===== config.mk =====
export PLATFORM = sky130hd
export DESIGN_NAME = uart_host_bus_port
export DESIGN_NICKNAME = d
export VERILOG_FILES = /design/src/design/host_port_pkg.sv /design/src/design/reg_store.sv /design/src/design/uart_host_bus_port.sv
export VERILOG_INCLUDE_DIRS = /design/src /design/src/design
export SDC_FILE = /design/constraint.sdc
export NUM_CORES = 1
export LEC_CHECK = 0
export ABC_AREA = 1
export BUFFER_PORTS_ARGS = -buffer_cell sky130_fd_sc_hd__buf_2
export CORE_MARGIN = 1.5
export CORE_UTILIZATION = 40
export CTS_CLUSTER_SIZE = 14
export DETAILED_ROUTE_END_ITERATION = 8
export PLACE_DENSITY = 0.67
export SYNTH_ARGS = -nofsm -noshare
export SYNTH_HDL_FRONTEND = slang
export SYNTH_SLANG_ARGS = --single-unit

===== constraint.sdc =====
create_clock -name ref_clk -period 3.2 [get_ports ref_clk]
set_clock_uncertainty 0.05 [all_clocks]
set_input_delay 0.16 -clock ref_clk [delete_from_list [all_inputs] [get_ports ref_clk]]
set_output_delay 0.16 -clock ref_clk [all_outputs]
set_load 0.05 [all_outputs]

===== src/design/host_port_defines.svh =====
// Constants of the host parallel register port.
`ifndef HOST_PORT_DEFINES_SVH
`define HOST_PORT_DEFINES_SVH
`define DATA_W 8
`define ADDR_W 6
`define REG_COUNT 64
`define SYNC_STAGES 3
`define RESET_DATA 8'h00
`endif


===== src/design/host_port_pkg.sv =====
// Types of the host parallel register port.
`include "host_port_defines.svh"
package host_port_pkg;
	typedef logic [`DATA_W-1:0] data_t;
	typedef logic [`ADDR_W-1:0] addr_t;
	typedef enum logic [1:0] {st_idle, st_read, st_write} port_state_t;
endpackage : host_port_pkg


===== src/design/reg_store.sv =====
// Register store with one write port and a registered read port.
`timescale 1ns/1ns
`include "host_port_defines.svh"
module reg_store (
	// Clock and reset
	input wire logic ref_clk,
	input wire logic rst_n,
	// Write port
	input wire logic wr_en,
	input wire host_port_pkg::addr_t wr_addr,
	input wire host_port_pkg::data_t wr_data,
	// Read port
	input wire logic rd_en,
	input wire host_port_pkg::addr_t rd_addr,
	output host_port_pkg::data_t rd_data_ff
);
	host_port_pkg::data_t mem_ff [`REG_COUNT];
	host_port_pkg::data_t nxt_rd_data;

	always_comb begin
		nxt_rd_data = rd_data_ff;
		if (rd_en) begin
			nxt_rd_data = mem_ff[rd_addr];
		end
	end

	always_ff @(posedge ref_clk or negedge rst_n) begin
		if (!rst_n) begin
			rd_data_ff <= `RESET_DATA;
		end else begin
			rd_data_ff <= nxt_rd_data;
		end
	end

	always_ff @(posedge ref_clk) begin
		if (wr_en) begin
			mem_ff[wr_addr] <= wr_data;
		end
	end
endmodule : reg_store


===== src/design/uart_host_bus_port.sv =====
// Host parallel register port: pins sampled on ref_clk, register decode and data bus drive.
// Operation
// - The data bus is eight bits wide, two-way, three-state and active high, bit 0 the least significant.
// - While chip select is low the read and write strobes set the direction of the bus.
// - While chip select is high the bus floats and all bus activity is ignored.
// - Transfers happen only with chip select low and under control of the strobes and address.
// - A write strobe low with chip select low copies the bus into the addressed register.
// - Written data are taken at the rising trailing edge of the write strobe, so the host holds them to it.
// - A read strobe low with chip select low drives the addressed register onto the bus.
// - The falling edge of the read strobe starts a read and carries any read side effect.
// - The six-bit active-high address selects one register for each access.
`timescale 1ns/1ns
`include "host_port_defines.svh"
module uart_host_bus_port (
	// Clock and reset
	input wire logic ref_clk,
	input wire logic rstn,
	// Host pins
	input wire logic chip_select_n,
	input wire logic read_strobe_n,
	input wire logic write_strobe_n,
	input wire host_port_pkg::addr_t register_address,
	input wire host_port_pkg::data_t host_data_bus_in,
	output host_port_pkg::data_t host_data_bus_out,
	output logic host_data_bus_oe,
	// Internal side
	output host_port_pkg::addr_t reg_select_ff,
	output logic reg_write_ff,
	output host_port_pkg::data_t reg_write_data_ff,
	output logic reg_read_start_ff
);
	logic [1:0] rst_sync_ff;
	logic rst_n;
	localparam int PW = 3 + `ADDR_W + `DATA_W;
	logic [PW-1:0] pin_s1_ff;
	logic [PW-1:0] pin_s2_ff;
	logic [PW-1:0] pin_s3_ff;
	logic [PW-1:0] pin_q_ff;
	logic [PW-1:0] nxt_pin_q;
	logic cs_n;
	logic rd_n;
	logic wr_n;
	host_port_pkg::addr_t adr;
	host_port_pkg::data_t din;
	host_port_pkg::port_state_t state_ff;
	host_port_pkg::port_state_t nxt_state;
	host_port_pkg::addr_t nxt_sel;
	host_port_pkg::data_t nxt_wdata;
	logic nxt_write;
	logic nxt_rstart;
	logic drive_ff;
	logic nxt_drive;
	host_port_pkg::data_t rd_data;

	function automatic logic read_request(input logic cs_in_n, input logic rd_in_n, input logic wr_in_n);
		return !cs_in_n && !rd_in_n && wr_in_n;
	endfunction : read_request

	function automatic logic write_request(input logic cs_in_n, input logic rd_in_n, input logic wr_in_n);
		return !cs_in_n && !wr_in_n && rd_in_n;
	endfunction : write_request

	always_ff @(posedge ref_clk or negedge rstn) begin
		if (!rstn) begin
			rst_sync_ff <= 2'h0;
		end else begin
			rst_sync_ff <= {rst_sync_ff[0], 1'b1};
		end
	end
	assign rst_n = rst_sync_ff[1];

	// Each bit passes three flops and counts once the last two agree.
	genvar gi;
	generate
		for (gi = 0; gi < PW; gi++) begin : g_filt
			always_comb begin
				nxt_pin_q[gi] = (pin_s2_ff[gi] == pin_s3_ff[gi]) ? pin_s3_ff[gi] : pin_q_ff[gi];
			end
		end
	endgenerate

	always_ff @(posedge ref_clk or negedge rst_n) begin
		if (!rst_n) begin
			pin_s1_ff <= {3'h7, {(PW-3){1'b0}}};
			pin_s2_ff <= {3'h7, {(PW-3){1'b0}}};
			pin_s3_ff <= {3'h7, {(PW-3){1'b0}}};
			pin_q_ff <= {3'h7, {(PW-3){1'b0}}};
		end else begin
			pin_s1_ff <= {chip_select_n, read_strobe_n, write_strobe_n, register_address, host_data_bus_in};
			pin_s2_ff <= pin_s1_ff;
			pin_s3_ff <= pin_s2_ff;
			pin_q_ff <= nxt_pin_q;
		end
	end

	assign {cs_n, rd_n, wr_n, adr, din} = pin_q_ff;

	always_comb begin
		nxt_state = state_ff;
		nxt_sel = reg_select_ff;
		nxt_wdata = reg_write_data_ff;
		nxt_write = 1'b0;
		nxt_rstart = 1'b0;
		nxt_drive = 1'b0;
		unique case (state_ff)
			host_port_pkg::st_idle: begin
				if (read_request(cs_n, rd_n, wr_n)) begin
					nxt_state = host_port_pkg::st_read;
					nxt_sel = adr;
					nxt_rstart = 1'b1;
				end else if (write_request(cs_n, rd_n, wr_n)) begin
					nxt_state = host_port_pkg::st_write;
				end
			end
			host_port_pkg::st_read: begin
				nxt_drive = !cs_n && !rd_n;
				if (cs_n || rd_n) begin
					nxt_state = host_port_pkg::st_idle;
				end
			end
			host_port_pkg::st_write: begin
				if (cs_n) begin
					nxt_state = host_port_pkg::st_idle;
				end else if (wr_n) begin
					nxt_state = host_port_pkg::st_idle;
					nxt_write = 1'b1;
				end else begin
					nxt_sel = adr;
					nxt_wdata = din;
				end
			end
		endcase
	end

	always_ff @(posedge ref_clk or negedge rst_n) begin
		if (!rst_n) begin
			state_ff <= host_port_pkg::st_idle;
			reg_select_ff <= '0;
			reg_write_data_ff <= `RESET_DATA;
			reg_write_ff <= 1'b0;
			reg_read_start_ff <= 1'b0;
			drive_ff <= 1'b0;
		end else begin
			state_ff <= nxt_state;
			reg_select_ff <= nxt_sel;
			reg_write_data_ff <= nxt_wdata;
			reg_write_ff <= nxt_write;
			reg_read_start_ff <= nxt_rstart;
			drive_ff <= nxt_drive;
		end
	end

	reg_store u_store (
		.ref_clk(ref_clk),
		.rst_n(rst_n),
		.wr_en(reg_write_ff),
		.wr_addr(reg_select_ff),
		.wr_data(reg_write_data_ff),
		.rd_en(reg_read_start_ff),
		.rd_addr(reg_select_ff),
		.rd_data_ff(rd_data)
	);

	// The bus is driven only while the qualified read is still active.
	assign host_data_bus_oe = drive_ff && !cs_n && !rd_n;
	assign host_data_bus_out = rd_data;
endmodule : uart_host_bus_port


======== After elaboration in Yosys (flattened, before gate mapping) ========
Memory sizes are Yosys's and may differ from the RTL's. A register that Yosys moved wholly into a read port is not among the register bits.
Cells that the tools add are included.
operators by class
  equal/unequal tests ..................... 25
  shift-type cells ........................ 0
  mux-type cells .......................... 18
  reduce and logical (&&, ||, !) cells .... 16
  bitwise logic cells ..................... 2
  $mul .................................... 0
  $add $sub $neg .......................... 0
  div/mod/pow operators ................... 0
  magnitude comparators ................... 0
operator list
  operator                                       count
  2-to-1 mux 6 bit                               3
  == test 1 bit                                  17
  case mux 6 bit (2 select lines)                1
  2-to-1 mux 2 bit                               5
  2-to-1 mux 1 bit                               8
  inequality test 2 bit, second input constant   4
  logical AND 1 bit                              6
  inequality test 3 bit, second input constant   2
  case mux 2 bit (3 select lines)                1
  AND reduction 3 bit                            2
  zero test 1 bit                                4
  AND reduction 4 bit                            1
  == test 2 x 1 -> 1 bit, second input constant  1
  == test 2 bit, second input constant           1
  zero test 2 bit                                1
  NOT 1 bit                                      2
  nonzero test 2 bit                             1
  logical OR 1 bit                               1
word-level totals
  bits of input ports ..................... 19
  bits in latches ......................... 0
  word-level logic and storage cells ...... 89
  flip-flop bits (word level) ............. 89
  bits in read-only memories .............. 0
  memories ................................ 1
  output and inout port bits .............. 25
  RAM bits ................................ 512
memories
  memory          depth  bits a word  rd ports  clocked after memory_dff  wr ports  RTL line         RTL
  u_store.mem_ff  64     8            1         1                         1         reg_store.sv:17  host_port_pkg::data_t mem_ff [`REG_COUNT];

======== Longest topological paths before layout ========
  depth after elaboration ................. 6
  gate-level depth with buffers ........... 13
  gate-level depth less buffers ........... 10

======== By module ========
From an unflattened synthesis, not the netlist that was laid out.
unflattened totals
  cell total of the unflattened synthesis .. 1980
  area total of the unflattened synthesis .. 24119.4 µm²
modules (own cells, without submodules)
  module              seq. area each (µm²)  instances  area an instance (µm²)  cells an instance
  reg_store           15574.9               1          21329.2                 1799
  uart_host_bus_port  2242.2                1          2790.2                  181

======== Least setup slack after synthesis ========
Ideal clock, no wire load.
  kind .................................... register to register
  from .................................... reg reg_select_ff[1]
  to ...................................... mem u_store.mem_ff[19][0] (netlist name) (enable)
  stages on the path, launching flop included .. 7
  data arrival time ....................... 1.875 ns
  slack ................................... 0.904 ns
  path buffers ............................ 2
  clock period less this slack ............ 2.296 ns
  data required time ...................... 2.780 ns
  library setup time ...................... 0.370 ns
  cell sequence ........................... dfrtp_1 > inv_2 > nor2_1 > buf_2 > buf_2 > nand3_1 > nor2_1
RTL lines
  element                   RTL line                   RTL
  start: declaration        uart_host_bus_port.sv:27   output host_port_pkg::addr_t reg_select_ff,
  start signal: assignment  uart_host_bus_port.sv:145  reg_select_ff <= nxt_sel;
  end: declaration          reg_store.sv:17
No word-level cell before the write port.

==> impl_metrics.ini <==
[synth]
synth_area_sq_um = 24840
synth_flop_cell = edfxtp_1
yosysSeqAreaShare_pct = 71.73
synth_top_cell_area_share_pct = 61.90
synth_area_leaders = edfxtp_1 62%, dfrtp_1 8.6%, nand2_1 8.1%, inv_1 5.7%, nor2_1 3.4%
yosys_register_bits = 609
yosysMostFrequentCell = nand2_1
synth-edff-count = 512
synthTopCellsByCount = 533 x nand2_1, 512 x edfxtp_1, 374 x inv_1, 226 x nor2_1, 165 x nand3_1
yosysUniqueCellTypes = 31
yosysWarnings = 0
yosysTopAreaCell = edfxtp_1
syn-num-nets = 2242
synth_cells = 2220
ys_async_sr_fraction_pct = 15.93
synth_area_per_cell_sq_um = 11.19

[final_layout]
nets = 2352
area_growth_pct = 14.51
utilization_pct = 46.26
drive_gt1_share_pct = 11.68
diodes = 0

[timing]
slew_headroom_pct = 39.01
min_period_ns = 2.634
setup_violations = 0
grt_setup_unrepaired = no
fin_hold_ws_ns = 0.1298
setup_tns_ns = 0
fin_crit_sh_pct = 82.33
drv_slew = 0
max_freq_ghz = 0.3796
tightest_slew_ns = 0.9114
hold_viol_final = 0

[clocking]
cts.clk_slew.worst_paths_ns = 0.06
insertion_delay_ns = 0.62
tritoncts = done
cts-root-buf = clkbuf_16
cts_made_buffers = 60
cts_resized = 0
post_cts_buffers = 0
h-tree-depth = 2
clock-sinks = 609
cts_hold_buf = 19
clockBufferDepth = 3

[routing]
drt_first_pass_iters = 5
post_drt_wl_per_cell_microns = 18.71
wirelength_microns = 59310
drtAntennaViolNets = 0
via_per_inst = 4.991
vias = 15820
drtIter0Drc = 1596
route.detailed.drc = 0

[die]
floorplan.initialDensity_pct = 40.40
dieArea_sq_um = 63600
num_rows = 91
fp.dieH_microns = 252.2
design.portCount = 44
core_sq_um = 61480
die_x_microns = 252.2

[global_route]
grt_max_degree = 147
grt_pass1_wl_microns = 91100
grt_pass1_vias = 15470
antenna_found_initial = 4
grt_overflow = 0
grt_usage_pct = 18.90

[setup_path]
crit_cells = 11
crit_path_end_kind = flip-flop
cp_num_buf_inv = 3
cp_slowest_stage_delay_ns = 0.50
cp.required_ns = 3.66
worstSetupPathType = reg -> reg
start_kind = flip-flop
cp_max_fo = 51
path_cells = buf_4 > buf_4 > nand2_1 > nand3_1 > nand2_1 > o21ai_0 > nand2_1 > nor2_1 > nand3_1 > nand2_1 > inv_1
crit_family = buffers and inverters
cp_slowest_cell = dfrtp_4
reg2reg_depth = 11
cpMostUsedCell = nand2_1
reg2reg_slack_ns = 0.57
worst_ep_arrival_time_ns = 3.10

[power]
power.density_nw_per_um2 = 866.3
leakage_uw = 0.01187
peakVddDrop_v = 0.0005804

[outcome]
status = finished, final reports clean

[flow_run]
cap_viol_max_count = 0

[worst_hold_path]
worstHoldPathCells = 2
hold_path.class = in -> reg

[placement]
gp_congestion = 0.8680
port_buffers = 43
dp_hpwl_microns = 36500
[power breakdown]
part | internal (uW) | switching [uW] | total [uW]
sequential | 9890 | 878 | 10800
combinational | 1830 | 5150 | 6980
clock | 3970 | 2920 | 6890
[worst paths after layout]
check / from / to
setup / recovery: reg_select_ff[0] / u_store.rd_data_ff[1]
setup reg to reg: reg_select_ff[0] / u_store.rd_data_ff[1]
hold / removal: host_data_bus_in[5] / pin_s1_ff[5]
hold reg to reg: pin_s1_ff[0] / pin_s2_ff[0]
max in group asynchronous: rst_sync_ff[1] / pin_s1_ff[15]
min in group asynchronous: rst_sync_ff[1] / pin_s1_ff[5]
[cells by family after synthesis]
group	share of synthesized area [%]
AO/OA/AOI/OAI	3.682
multiplexers	0.4080
flip-flops	71.73
other	0.01510
AND/OR/NAND/NOR	15.85
buffers and inverters	7.480
adder cells (fa/ha/maj)	0.8362
[metrics by stage]
stage	cells	area, sq um	setup WS (ns)	total power [uW]
global placement	3039	26320	0.6508	17730
detailed placement	3039	26320	0.5506	17840
floorplan	2220	24840	0.2689	14990
global route	3170	28440	0.3785	25780
finish	3170	28440	0.5656	24640
CTS	3170	28440	0.5250	24740
[layout by cell type (no fill, tap or decap), types with 17 or more instances in the layout]
| cell type | Yosys | routed |
|---|---|---|
| nor2_1 | 226 | 223 |
| or2_2 | 26 | 26 |
| nand2_1 | 533 | 533 |
| dlygate4sd3_1 | 0 | 19 |
| maj3_1 | 17 | 17 |
| inv_1 | 374 | 374 |
| edfxtp_1 | 512 | 512 |
| o21ai_0 | 43 | 43 |
| dfrtp_1 | 85 | 75 |
| buf_4 | 2 | 68 |
| o211ai_1 | 70 | 70 |
| o21ai_1 | 27 | 27 |
| nand3_1 | 165 | 165 |
| buf_2 | 60 | 43 |
| clkbuf_16 | 0 | 62 |
[metal layers]
metal / wire length [microns] / vias up / global-route usage (%)
li1: - / 7435 / -
met1: 25490 / 7705 / 26.22
met2: 27380 / 565 / 29.99
met3: 4526 / 115 / 3.203
met4: 1923 / 0 / 6.895
met5: 0 / - / 0
[registers in the layout, indices dropped and copies added, names as in the netlist, 6 cells and up]
signal and flops:
u_store.mem_ff 512, pin_q_ff 17, pin_s1_ff 17, pin_s2_ff 17
pin_s3_ff 17, reg_write_data_ff 8, u_store.rd_data_ff 8, reg_select_ff 6
[area by class of cell]
cell class | count | area (sq um)
Multi-Input combinational cell | 1141 | 5186
Tap cell | 790 | 988.4
Sequential cell | 609 | 17830
Inverter | 380 | 1429
Fill cell | 5424 | 33040
Clock inverter | 35 | 306.5
Clock buffer | 77 | 1623
Timing Repair Buffer | 138 | 1076
Power figures use the tool's default switching activity.
